$ cat src/rtl/pac_map.svh
// register indices, field positions and reset values of the pulse combiner
// assumes byte address = 4 * index on a 32-bit AXI4-Lite slave
// Summary of operation
// - pulses per sample from setup bits 15:8
// - averaging fields pick samples combined per slot
// - one output per group of combined samples
// - output pulses equal pulses times samples
// - pulses with pair code bit set subtracted, others added
// - four-bit polarity pattern repeats every four pulses
// - pair math fields per slot, pulses 1-2, 3-4
// - code 01 adds earlier, subtracts later pulse
// - pattern bit 0 is pulse 1; 1 reverses
// - 00 add, 01 add-sub, 10 sub-add, 11 sub
`ifndef PAC_MAP_SVH
`define PAC_MAP_SVH

// register indices
`define PAC_IDX_SAMPLE_FREQ 8'h12
`define PAC_IDX_AVERAGING 8'h15
`define PAC_IDX_PATTERN_A 8'h17
`define PAC_IDX_OFFSET_A 8'h18
`define PAC_IDX_OFFSET_A_LAST 8'h1B
`define PAC_IDX_PATTERN_B 8'h1D
`define PAC_IDX_OFFSET_B 8'h1E
`define PAC_IDX_OFFSET_B_LAST 8'h21
`define PAC_IDX_SETUP_A 8'h31
`define PAC_IDX_SETUP_B 8'h36
`define PAC_IDX_MATH 8'h58
`define PAC_IDX_STATUS 8'h60
`define PAC_IDX_RESULT_A 8'h61
`define PAC_IDX_RESULT_B 8'h62

// field positions
`define PAC_PCNT_LSB 8
`define PAC_AVG_A_LSB 4
`define PAC_AVG_B_LSB 8
`define PAC_MATH12_A_LSB 1
`define PAC_MATH12_B_LSB 5
`define PAC_MATH34_A_LSB 8
`define PAC_MATH34_B_LSB 10

// reset values
`define PAC_RST_REG 16'h0000
`define PAC_RST_SETUP 16'h0100

`endif

$ cat src/rtl/pac_pkg.sv
// shared types of the pulse combiner
// assumes the map header carries all register numbers and field positions
package pac_pkg;
    // time slot selector
    typedef enum logic {PAC_SLOT_A, PAC_SLOT_B} pac_slot_e;
    // axi response code
    typedef logic [1:0] pac_resp_t;
    localparam pac_resp_t PAC_RESP_OKAY = 2'h0;
    localparam pac_resp_t PAC_RESP_SLVERR = 2'h2;
endpackage

$ cat src/rtl/pac_accum.sv
// pulse accumulate, chop and sample averaging stage with axi4-lite registers
// assumes pulse results arrive on clk_sys, one pulse per cycle at most
`timescale 1ns/1ns
`include "pac_map.svh"
module pac_accum #(
    parameter int ADC_W = 14,
    parameter int OUT_W = 32
) (
    // clock and reset
    input wire logic clk_sys,
    input wire logic rst_n,
    // axi4-lite write channels
    input wire logic [9:0] s_axi_awaddr,
    input wire logic s_axi_awvalid,
    output logic s_axi_awready,
    input wire logic [31:0] s_axi_wdata,
    input wire logic [3:0] s_axi_wstrb,
    input wire logic s_axi_wvalid,
    output logic s_axi_wready,
    output logic [1:0] s_axi_bresp,
    output logic s_axi_bvalid,
    input wire logic s_axi_bready,
    // axi4-lite read channels
    input wire logic [9:0] s_axi_araddr,
    input wire logic s_axi_arvalid,
    output logic s_axi_arready,
    output logic [31:0] s_axi_rdata,
    output logic [1:0] s_axi_rresp,
    output logic s_axi_rvalid,
    input wire logic s_axi_rready,
    // digitized pulse results from the adc
    input wire logic pulse_valid,
    input wire logic pulse_slot,
    input wire logic signed [ADC_W-1:0] pulse_data,
    // integrator polarity for the next pulse of each slot
    output logic integ_reverse_a,
    output logic integ_reverse_b,
    // combined output value
    output logic out_valid,
    output logic out_slot,
    output logic [OUT_W-1:0] out_data
);

    // accumulator must hold 255 pulses times 128 samples
    if (OUT_W < ADC_W + 15 || OUT_W > 32) begin : g_bad_width
        $error("pac_accum: OUT_W must lie between ADC_W+15 and 32");
    end

    // whole module state
    typedef struct packed {
        logic aw_full;
        logic [7:0] aw_idx;
        logic w_full;
        logic [31:0] w_data;
        logic [3:0] w_strb;
        logic bvalid;
        logic [1:0] bresp;
        logic rvalid;
        logic [1:0] rresp;
        logic [31:0] rdata;
        logic [15:0] freq;
        logic [15:0] avg;
        logic [15:0] patt_a;
        logic [15:0] patt_b;
        logic [15:0] setup_a;
        logic [15:0] setup_b;
        logic [15:0] math;
        logic [3:0][15:0] off_a;
        logic [3:0][15:0] off_b;
        logic [1:0][7:0] pcnt;
        logic [1:0][6:0] scnt;
        logic [1:0][OUT_W-1:0] acc;
        logic [1:0][OUT_W-1:0] result;
        logic out_valid;
        logic out_slot;
        logic [OUT_W-1:0] out_data;
    } pac_state_s;

    pac_state_s q;
    pac_state_s d;

    // byte-lane merge into a 16-bit register, upper lanes unused
    function automatic logic [15:0] pac_merge(input logic [15:0] old,
                                              input logic [31:0] dat,
                                              input logic [3:0] st);
        pac_merge = {st[1] ? dat[15:8] : old[15:8], st[0] ? dat[7:0] : old[7:0]};
    endfunction

    // next state: bus slave and pulse datapath
    always_comb begin
        logic [31:0] rd;
        logic rd_err;
        logic wr_err;
        logic [7:0] ridx;
        logic s;
        logic [1:0] pidx;
        logic [1:0] pair;
        logic sub;
        logic [7:0] pc;
        logic [2:0] avg_n;
        logic [7:0] samples;
        logic [OUT_W-1:0] term;
        logic [OUT_W-1:0] acc_n;
        rd = 32'h0000_0000;
        rd_err = 1'b0;
        wr_err = 1'b0;
        ridx = s_axi_araddr[9:2];
        s = pulse_slot;
        pidx = q.pcnt[s][1:0];
        pair = 2'h0;
        sub = 1'b0;
        pc = 8'h00;
        avg_n = 3'h0;
        samples = 8'h00;
        term = OUT_W'(pulse_data);
        acc_n = q.acc[s];
        d = q;
        d.out_valid = 1'b0;
        // responses retire before new ones are raised
        if (q.bvalid && s_axi_bready) begin
            d.bvalid = 1'b0;
        end
        if (q.rvalid && s_axi_rready) begin
            d.rvalid = 1'b0;
        end
        // address and data are taken in either order
        if (s_axi_awvalid && !q.aw_full) begin
            d.aw_full = 1'b1;
            d.aw_idx = s_axi_awaddr[9:2];
        end
        if (s_axi_wvalid && !q.w_full) begin
            d.w_full = 1'b1;
            d.w_data = s_axi_wdata;
            d.w_strb = s_axi_wstrb;
        end
        // write once both halves are held and the last response is gone
        if (d.aw_full && d.w_full && !q.bvalid) begin
            d.aw_full = 1'b0;
            d.w_full = 1'b0;
            d.bvalid = 1'b1;
            unique case (d.aw_idx) inside
                `PAC_IDX_SAMPLE_FREQ: d.freq = pac_merge(q.freq, d.w_data, d.w_strb);
                `PAC_IDX_AVERAGING: d.avg = pac_merge(q.avg, d.w_data, d.w_strb);
                `PAC_IDX_PATTERN_A: d.patt_a = pac_merge(q.patt_a, d.w_data, d.w_strb);
                `PAC_IDX_PATTERN_B: d.patt_b = pac_merge(q.patt_b, d.w_data, d.w_strb);
                `PAC_IDX_SETUP_A: d.setup_a = pac_merge(q.setup_a, d.w_data, d.w_strb);
                `PAC_IDX_SETUP_B: d.setup_b = pac_merge(q.setup_b, d.w_data, d.w_strb);
                `PAC_IDX_MATH: d.math = pac_merge(q.math, d.w_data, d.w_strb);
                [`PAC_IDX_OFFSET_A:`PAC_IDX_OFFSET_A_LAST]: begin
                    d.off_a[2'(d.aw_idx - `PAC_IDX_OFFSET_A)] =
                        pac_merge(q.off_a[2'(d.aw_idx - `PAC_IDX_OFFSET_A)], d.w_data, d.w_strb);
                end
                [`PAC_IDX_OFFSET_B:`PAC_IDX_OFFSET_B_LAST]: begin
                    d.off_b[2'(d.aw_idx - `PAC_IDX_OFFSET_B)] =
                        pac_merge(q.off_b[2'(d.aw_idx - `PAC_IDX_OFFSET_B)], d.w_data, d.w_strb);
                end
                // status and results are read-only, writes dropped quietly
                `PAC_IDX_STATUS, `PAC_IDX_RESULT_A, `PAC_IDX_RESULT_B: wr_err = 1'b0;
                default: wr_err = 1'b1;
            endcase
            d.bresp = wr_err ? pac_pkg::PAC_RESP_SLVERR : pac_pkg::PAC_RESP_OKAY;
        end
        // read mux, answered one cycle after the address is taken
        unique case (ridx) inside
            `PAC_IDX_SAMPLE_FREQ: rd = {16'h0000, q.freq};
            `PAC_IDX_AVERAGING: rd = {16'h0000, q.avg};
            `PAC_IDX_PATTERN_A: rd = {16'h0000, q.patt_a};
            `PAC_IDX_PATTERN_B: rd = {16'h0000, q.patt_b};
            `PAC_IDX_SETUP_A: rd = {16'h0000, q.setup_a};
            `PAC_IDX_SETUP_B: rd = {16'h0000, q.setup_b};
            `PAC_IDX_MATH: rd = {16'h0000, q.math};
            [`PAC_IDX_OFFSET_A:`PAC_IDX_OFFSET_A_LAST]:
                rd = {16'h0000, q.off_a[2'(ridx - `PAC_IDX_OFFSET_A)]};
            [`PAC_IDX_OFFSET_B:`PAC_IDX_OFFSET_B_LAST]:
                rd = {16'h0000, q.off_b[2'(ridx - `PAC_IDX_OFFSET_B)]};
            `PAC_IDX_STATUS: rd = {1'b0, q.scnt[1], 1'b0, q.scnt[0], q.pcnt[1], q.pcnt[0]};
            `PAC_IDX_RESULT_A: rd = 32'($signed(q.result[0]));
            `PAC_IDX_RESULT_B: rd = 32'($signed(q.result[1]));
            default: rd_err = 1'b1;
        endcase
        if (s_axi_arvalid && !q.rvalid) begin
            d.rvalid = 1'b1;
            d.rdata = rd;
            d.rresp = rd_err ? pac_pkg::PAC_RESP_SLVERR : pac_pkg::PAC_RESP_OKAY;
        end
        // per-slot field selection
        if (s == pac_pkg::PAC_SLOT_A) begin
            pair = pidx[1] ? q.math[`PAC_MATH34_A_LSB +: 2] : q.math[`PAC_MATH12_A_LSB +: 2];
            pc = q.setup_a[`PAC_PCNT_LSB +: 8];
            avg_n = q.avg[`PAC_AVG_A_LSB +: 3];
        end else begin
            pair = pidx[1] ? q.math[`PAC_MATH34_B_LSB +: 2] : q.math[`PAC_MATH12_B_LSB +: 2];
            pc = q.setup_b[`PAC_PCNT_LSB +: 8];
            avg_n = q.avg[`PAC_AVG_B_LSB +: 3];
        end
        // a zero pulse count behaves as one pulse per sample
        if (pc == 8'h00) begin
            pc = 8'h01;
        end
        samples = 8'h01 << avg_n;
        // high bit rules the earlier pulse of the pair, low bit the later
        sub = pidx[0] ? pair[0] : pair[1];
        // subtract pulses whose pair-code bit is set, add the rest; zero fields give a plain sum
        acc_n = sub ? q.acc[s] - term : q.acc[s] + term;
        if (pulse_valid) begin
            d.acc[s] = acc_n;
            if ({1'b0, q.pcnt[s]} + 9'h001 >= {1'b0, pc}) begin
                // sample ends: pattern index restarts with the next sample
                d.pcnt[s] = 8'h00;
                if ({1'b0, q.scnt[s]} + 8'h01 >= samples) begin
                    // group complete: emit and clear for the next group
                    d.scnt[s] = 7'h00;
                    d.acc[s] = '0;
                    d.result[s] = acc_n;
                    d.out_valid = 1'b1;
                    d.out_slot = s;
                    d.out_data = acc_n;
                end else begin
                    d.scnt[s] = q.scnt[s] + 7'h01;
                end
            end else begin
                d.pcnt[s] = q.pcnt[s] + 8'h01;
            end
        end
    end

    // state register
    always_ff @(posedge clk_sys or negedge rst_n) begin
        if (!rst_n) begin
            q <= '0;
            q.setup_a <= `PAC_RST_SETUP;
            q.setup_b <= `PAC_RST_SETUP;
        end else begin
            q <= d;
        end
    end

    // outputs: handshakes from state, polarity from pattern and pulse index
    assign s_axi_awready = !q.aw_full;
    assign s_axi_wready = !q.w_full;
    assign s_axi_bvalid = q.bvalid;
    assign s_axi_bresp = q.bresp;
    assign s_axi_arready = !q.rvalid;
    assign s_axi_rvalid = q.rvalid;
    assign s_axi_rdata = q.rdata;
    assign s_axi_rresp = q.rresp;
    assign integ_reverse_a = q.patt_a[q.pcnt[0][1:0]];
    assign integ_reverse_b = q.patt_b[q.pcnt[1][1:0]];
    assign out_valid = q.out_valid;
    assign out_slot = q.out_slot;
    assign out_data = q.out_data;

    // helper terms for slot a, derived apart from the datapath
    logic [7:0] hp_pc_a;
    logic [7:0] hp_samp_a;
    logic hp_last_a;
    logic hp_emit_a;
    logic hp_sub_a;
    logic [15:0] hp_tot_q;
    assign hp_pc_a = (q.setup_a[15:8] == 8'h00) ? 8'h01 : q.setup_a[15:8];
    assign hp_samp_a = 8'h01 << q.avg[6:4];
    assign hp_last_a = pulse_valid && !pulse_slot && (q.pcnt[0] == hp_pc_a - 8'h01);
    assign hp_emit_a = hp_last_a && ({1'b0, q.scnt[0]} == hp_samp_a - 8'h01);
    always_comb begin
        unique case (q.pcnt[0][1:0])
            2'h0: hp_sub_a = q.math[2];
            2'h1: hp_sub_a = q.math[1];
            2'h2: hp_sub_a = q.math[9];
            2'h3: hp_sub_a = q.math[8];
        endcase
    end
    // pulses of slot a since its last output
    always_ff @(posedge clk_sys or negedge rst_n) begin
        if (!rst_n) begin
            hp_tot_q <= 16'h0000;
        end else if (pulse_valid && !pulse_slot) begin
            hp_tot_q <= hp_emit_a ? 16'h0000 : hp_tot_q + 16'h0001;
        end
    end
endmodule

$ cat config.mk
export PLATFORM = sky130hd
export DESIGN_NAME = pac_accum
export DESIGN_NICKNAME = d
export VERILOG_FILES = /design/src/rtl/pac_pkg.sv /design/src/rtl/pac_accum.sv
export VERILOG_INCLUDE_DIRS = /design/src /design/src/rtl
export SDC_FILE = /design/constraint.sdc
export NUM_CORES = 1
export LEC_CHECK = 0
export BUFFER_PORTS_ARGS = -buffer_cell sky130_fd_sc_hd__buf_4
export CORE_ASPECT_RATIO = 1.5
export CORE_MARGIN = 3
export CORE_UTILIZATION = 60
export DETAILED_ROUTE_END_ITERATION = 16
export PLACE_DENSITY_LB_ADDON = 0.3
export SYNTH_ARGS = -nofsm -noshare
export SYNTH_HDL_FRONTEND = slang
export SYNTH_SLANG_ARGS = --single-unit
$ cat constraint.sdc
create_clock -name clk_sys -period 6.15 [get_ports clk_sys]
set_input_delay 0.9225 -clock clk_sys [delete_from_list [all_inputs] [get_ports clk_sys]]
set_output_delay 0.9225 -clock clk_sys [all_outputs]
set_load 0.02 [all_outputs]
==> impl_results.md, run 1 <==
* Sequential area share after synthesis at 47.4%
* Clock Path Buffers at 3
* Period utilization at 83.7%
* Final TNS setup at 0 ps
* Worst r2r path cells at 13
* Clock Sinks at 496
* Share of cells above drive strength 1 at about a fifth
* Worst EP required at around 6600 ps
* Crit. End Element: flip-flop
* DRT Pass-1 Iters at 8
* Root Buffer: clkbuf_16
* Post-cts resize count at 0
* CTS tree: yes
* Final net count at 2720
* Slew @ Worst Pin at 1300 ps
* Finish-stage setup viols at 0
* Non-filler cells, final at between 3k and 4k
* Avg Vias per Cell at between 6 and 7
* Core area at between 40000 and 50000 um^2
* Grt total ovfl at 0
* Max-cap viol count at 0
* FFs w/ async S/R, synth at 100%
* Final Hold Fails at 0
* Synthesized flop and latch total at a little under 500
* Max Freq at 194 MHz
* Largest register FFs at 426
* M1 GR Usage at 36.4%
* Most flops, register: q
* Largest net degree at the start of global routing at between 150 and 200
* Routed Antenna Nets at 0
* Met2 usage at 57.2%
* First-pass GRT wire length at 115000 um
* FF-to-FF Start: q[176]
* Drt drc at 0
* Cells after DPL at 3107
* IO Count at between 150 and 200
* Peak VDD IR at 262 uV
* Crit path DAT at between 5000 and 6000 ps
* Top-area cell type share of the netlist area at between 40% and 50%
* RR Endpoint: q[128]
* Pre-CTS WS at 588 ps
* Slew headroom at 13.2%
* Crit path max fanout at 10
* Mux cell area share after synthesis at 14.3%
* Avg Synthesized Cell Area at 10.2 um^2
* Synth area leaders: dfrtp_1 (47%), o21ai_0 (7.1%), nand2_1 (6.5%)
* Setup bufs post-CTS at 0
* Commonest cells post-synth: dfrtp_1 (494), nand2_1 (455), o21ai_0 (370)
* Power Density at 458 nW/um^2
* Most frequent cell after synthesis: dfrtp_1
* H-tree depth at 2
* Fin area at between 20000 and 30000 um^2
* Simple logic cell fraction of the synthesized area at between 10% and 20%
* Setup ws final at ~1000 ps
* Global Route Usage Sum at 31.9%
* Clock buffer count from CTS at between 40 and 50
* CP Launch Type: flip-flop
* Synth warn at 0
* Clock transition at path regs at 60 ps
* Critical path launch point: q[176]
* Distinct cells, synth at 92
* Netlist Area Pre-Place at 26200 um^2
* Cells after Synth at 2578
* Cell taking the most area after synthesis: dfrtp_1
* Xor/xnor share of the synthesized area at 1.64%
* RSZ-0062 raised after global routing: false
* Adder-Cell Fraction of Synth Area at 2.61%
* Hpwl dp at roughly 52000 um
* Placement row count at 93
* DRT iter0 DRCs at 1789
* Final Slew Violations at 0
* Via count at 20.5k
* Placed cell areas at 27100 um^2
* Detailed Route WL at 73800 um
* Crit path time final at between 5000 and 6000 ps
* Top FF cell, synth: dfrtp_1
* Met3 Use GR at roughly 4.3%
* Layout Area Growth over Synthesis at 10.2%
* Initial antenna violation count at 0
* Final GP Congestion at 0.957
* Die X at about 180 um
* Register-to-register path setup slack at 1000 ps
* # port buffers at 131
* Vias in the first global route at 20.8k
* Worst skew pair latency at 580 ps
* Wirelength per Cell at approximately 23 um
* Hold Crit Class: in2async
* Gr busiest metal: met2
* Ant diodes at 0
* Post-synthesis compound-gate area fraction at 16.5%
* Leak at 13.0 nW
* Hold_buf cts at 0
* Clk_skew at 18.6 ps
* Die area at between 40000 and 50000 um^2
* Starting density of the core at 60.8%
* Status: finished, final reports clean
* Die height at 262 um
* Number of synthesized flops with an enable pin at 0
* Main combinational cell family by area after synthesis: compound AO/OA/AOI/OAI gates
* Critical path class: reg2reg
==> through the flow <==
stage	hold WS [ps]	util (%)	total power, mW
after CTS	471	67.0	13.2
after global placement	451	63.0	9.80
after floorplan	438	-	8.21
after global routing	490	67.0	13.9
final	401	67.0	13.2
after detailed placement	462	63.0	10.0
==> layout make-up <==
class                   count  area, um^2
flip-flops and latches    496       12400
clock buffers              72        1460
multi-input cells        1812       12400
inverters                  51         196
well taps                 570         713
clock inverters            15         251
repair buffers            178        1370
fillers                  3330       14200
==> metal layers <==
layer,up-vias,share of wire [%]
met2,834,52
li1,9223,-
met4,0,6.6
met1,10189,36
met3,267,5.7
met5,-,0
==> kinds of logic (layout without fill, tap and decap cells) <==
group | after synthesis | in the layout
DFF | 496 | 496
xor gates and xnor gates | 49 | 49
and+or+nand+nor | 726 | 726
muxes | 270 | 270
other | 1 | 2
adders and majority gates | 54 | 54
AOI/OAI and AO/OA | 711 | 711
buffers and inverters | 271 | 316
==> worst max-delay path by stage <==
stage                     endpoint  slack [ps]  cells after the start
final                       q[128]        1000                     13
after global placement       q[91]         590                     16
after detailed placement     q[64]         590                     15
after global routing        q[128]         800                     13
after floorplan              q[59]         990                     19
after CTS                   q[128]        1040                     13
==> layout by cell type, fill, tap and decap left out, drive strengths merged, types with 51 or more instances in the layout <==
cell type    n
clkbuf      72
o21ai      382
ha          53
nor2        91
a21oi      108
mux2       124
dfrtp      494
nand2      455
mux4        68
inv         51
mux2i       78
buf        178
==> critical path: stages (launching register included) <==
cell and delay (ps):
dfrtp_1 610, mux4_2 570, mux2i_2 590, nor2_1 80
a21o_1 210, fa_1 420, and2b_1 240, o2111ai_2 170
a2111oi_0 790, buf_4 240, or3_1 200, a21oi_1 130
nor3b_1 550, o41ai_1 180
==> report_power, final <==
part	switching (mW)	total [mW]	internal [mW]	leakage [nW]
logic	3.36	5.39	2.02	5.60
registers	0.527	4.63	4.10	6.56
clock network	1.29	3.19	1.90	0.832
(Power assumes the default switching activity.)
==> run 2: changes to the inputs <==
==> constraint.sdc (replaced) <==
create_clock -name clk_sys -period 5.1 [get_ports clk_sys]
set_input_delay 0.765 -clock clk_sys [delete_from_list [all_inputs] [get_ports clk_sys]]
set_output_delay 0.765 -clock clk_sys [all_outputs]
set_load 0.02 [all_outputs]
==> run 2 against run 1 <==
Sequential share of layout area shrank 0.31 points. Flip-flop and latch count unchanged. Utilization is 0.49 points higher. Largest cell class unchanged. Register-to-register slack lost 550 ps. Wire length is 0.67% higher. Critical path depth increased by 1. Critical endpoint is now out_data[28].
==> impl_results.md, run 2 (synthesized netlist as in run 1, its figures left out) <==
* Clk_skew at 29.1 ps
* Placed cell areas at 27400 um^2
* Critical path class: reg2reg
* Clock Path Buffers at 3
* RSZ-0062 raised after global routing: false
* Share of cells above drive strength 1 at approximately 20%
* Die area at between 40000 and 50000 um^2
* Period utilization at 91.1%
* Finish-stage setup viols at 0
* Post-cts resize count at 0
* Setup bufs post-CTS at 0
* Hold Crit Class: in2async
* Most common library cell in the layout ignoring fill and taps: dfrtp_1
* Status: finished, final reports clean
* Largest net degree at the start of global routing at 134
* Drt drc at 0
* Via count at 20.6k
* Worst hold slack at 202 ps
* Most frequent cells in the layout: dfrtp_1 (494), nand2_1 (454), o21ai_0 (370), buf_4 (202), mux2_2 (122)
* Root Buffer: clkbuf_16
* Peak VDD IR at 492 uV
* Psw at 6.28 mW
* Sequential cell area at 12400 um^2
* Avg Vias per Cell at 6.40
* Final Slew Violations at 0
* Comb pwr share at 41.5%
* Initial antenna violation count at 0
* DRT Pass-1 Iters at 7
* Die height at 262 um
* # port buffers at between 100 and 150
* Worst skew pair latency at approximately 590 ps
* Routed Antenna Nets at 0
* Crit path DAT at 5160 ps
* Clock transition at path regs at 60 ps
* Slew headroom at 18.9%
* Cell Chain, Critical Path: mux4_2 -> mux2i_2 -> buf_4 -> nor2_1 -> a21o_1 -> fa_1 -> and2b_1 -> o2111ai_2 -> a2111oi_2 -> o32ai_1 -> buf_4 -> o31ai_1 -> xor2_1 -> mux2_2
* Largest register FFs at between 400 and 500
* CTS tree: yes
* Hpwl dp at 52100 um
* Crit path time final at 4650 ps
* Hold_buf cts at 0
* Clk pwr share at 23.6%
* Core area at 43100 um^2
* Clock buffer count from CTS at 48
* IO Count at 156
* Leak at between 10 and 15 nW
* H-tree depth at 2
* Detailed Route WL at 74300 um
* Power Density at 550 nW/um^2
* Crit path max fanout at 13
* Layout Area Growth over Synthesis at 11.0%
* Max Freq at 215 MHz
* Placement row count at 93
* Area of the multi-input gates at 12400 um^2
* Final net count at 2750
* Fin area at 29000 um^2
* Most flops, register: q
* CP Buf/Inv Count at 2
* Vias in the first global route at 21.2k
* Grt total ovfl at 0
* Stages on worst setup path at 14
* Crit. End Element: flip-flop
* Global Route Usage Sum at 32.3%
* CP Launch Type: flip-flop
* Fillcell total at between 3k and 4k
* Layout Utilization at 67.5%
* Most used cell, CP: buf_4
* Final Hold Fails at 0
* Final GP Congestion at 0.938
* Clock Sinks at ~500
* Wirelength per Cell at around 23 um
* First-pass GRT wire length at 117000 um
* Net Sw Frac at about two fifths
* DRT iter0 DRCs at 1694
* Worst EP required at 5610 ps
* P_int at 9.69 mW
* Die X at 177 um
* CP peak stage delay at 570 ps
* Slowest CP cell: mux4_2
* Worst r2r path cells at 14
* Starting density of the core at 60.8%
* Slew @ Worst Pin at between 1000 and 1500 ps
* CP top delay family: compound AO/OA/AOI/OAI gates
* Max-cap viol count at 0
* Sequential share of power at a little over a third
* Final TNS setup at 0 ps
==> run 2: cell count changes in the layout (fill, tap and decap cells not counted), sizes merged <==
cell / change
buf: +30
clkbuf: -4
diode: +1
clkinv: +4
inv: +1
==> run 2: per-stage QoR <==
stage	total power [mW]	worst slack, ps	cells
CTS	16.0	482	3225
detailed placement	12.2	129	3137
global route	16.9	206	3225
global placement	11.9	245	3137
finish	16.0	452	3226
floorplan	9.90	101	2579
==> run 2: power groups by stage <==
stage          Sequential, mW  Combinational [mW]  Clock, mW
6_report                 5.57                6.63       3.77
3_3_place_gp             5.55                6.38          0
5_1_grt                  5.67                7.22       3.96
2_1_floorplan            5.41                4.49          0
4_1_cts                  5.55                6.59       3.81
3_5_place_dp             5.62                6.56          0
==> run 2: layout make-up <==
cell class	count	area share, %
clock buffers	68	4.77
diodes	1	0.00862
well taps	570	2.46
repair buffers	208	5.62
flip-flops and latches	496	42.7
multi-input cells	1812	42.8
clock inverters	20	0.939
inverters	51	0.676
==> run 2: final timing paths <==
kind / slack, ps / start / to
worst max-delay path: 450 / q[185] / out_data[28]
worst max register to register: 450 / q[185] / out_data[28]
worst min-delay path: 200 / rst_n / q[223]
worst min register to register: 470 / q[109] / q[109]
min in group clk_sys: 370 / s_axi_bready / s_axi_bvalid
max in group asynchronous: 3510 / rst_n / q[369]
==> run 2: metal layers <==
layer	global-route usage [%]	vias to the layer above	share of wire (%)
met5	0	-	0
met4	19.4	0	6.6
met3	4.99	268	6.0
met2	57.2	818	51
met1	36.7	10262	36
li1	-	9287	-
==> run 2: worst reg2reg max path, cell delays in order (launching register included) <==
cell and delay, ps:
dfrtp_1 540, mux4_2 580, mux2i_2 220, buf_4 240, nor2_1 60, a21o_1 190
fa_1 440, and2b_1 250, o2111ai_2 170, a2111oi_2 570, o32ai_1 150, buf_4 190
o31ai_1 320, xor2_1 430, mux2_2 240
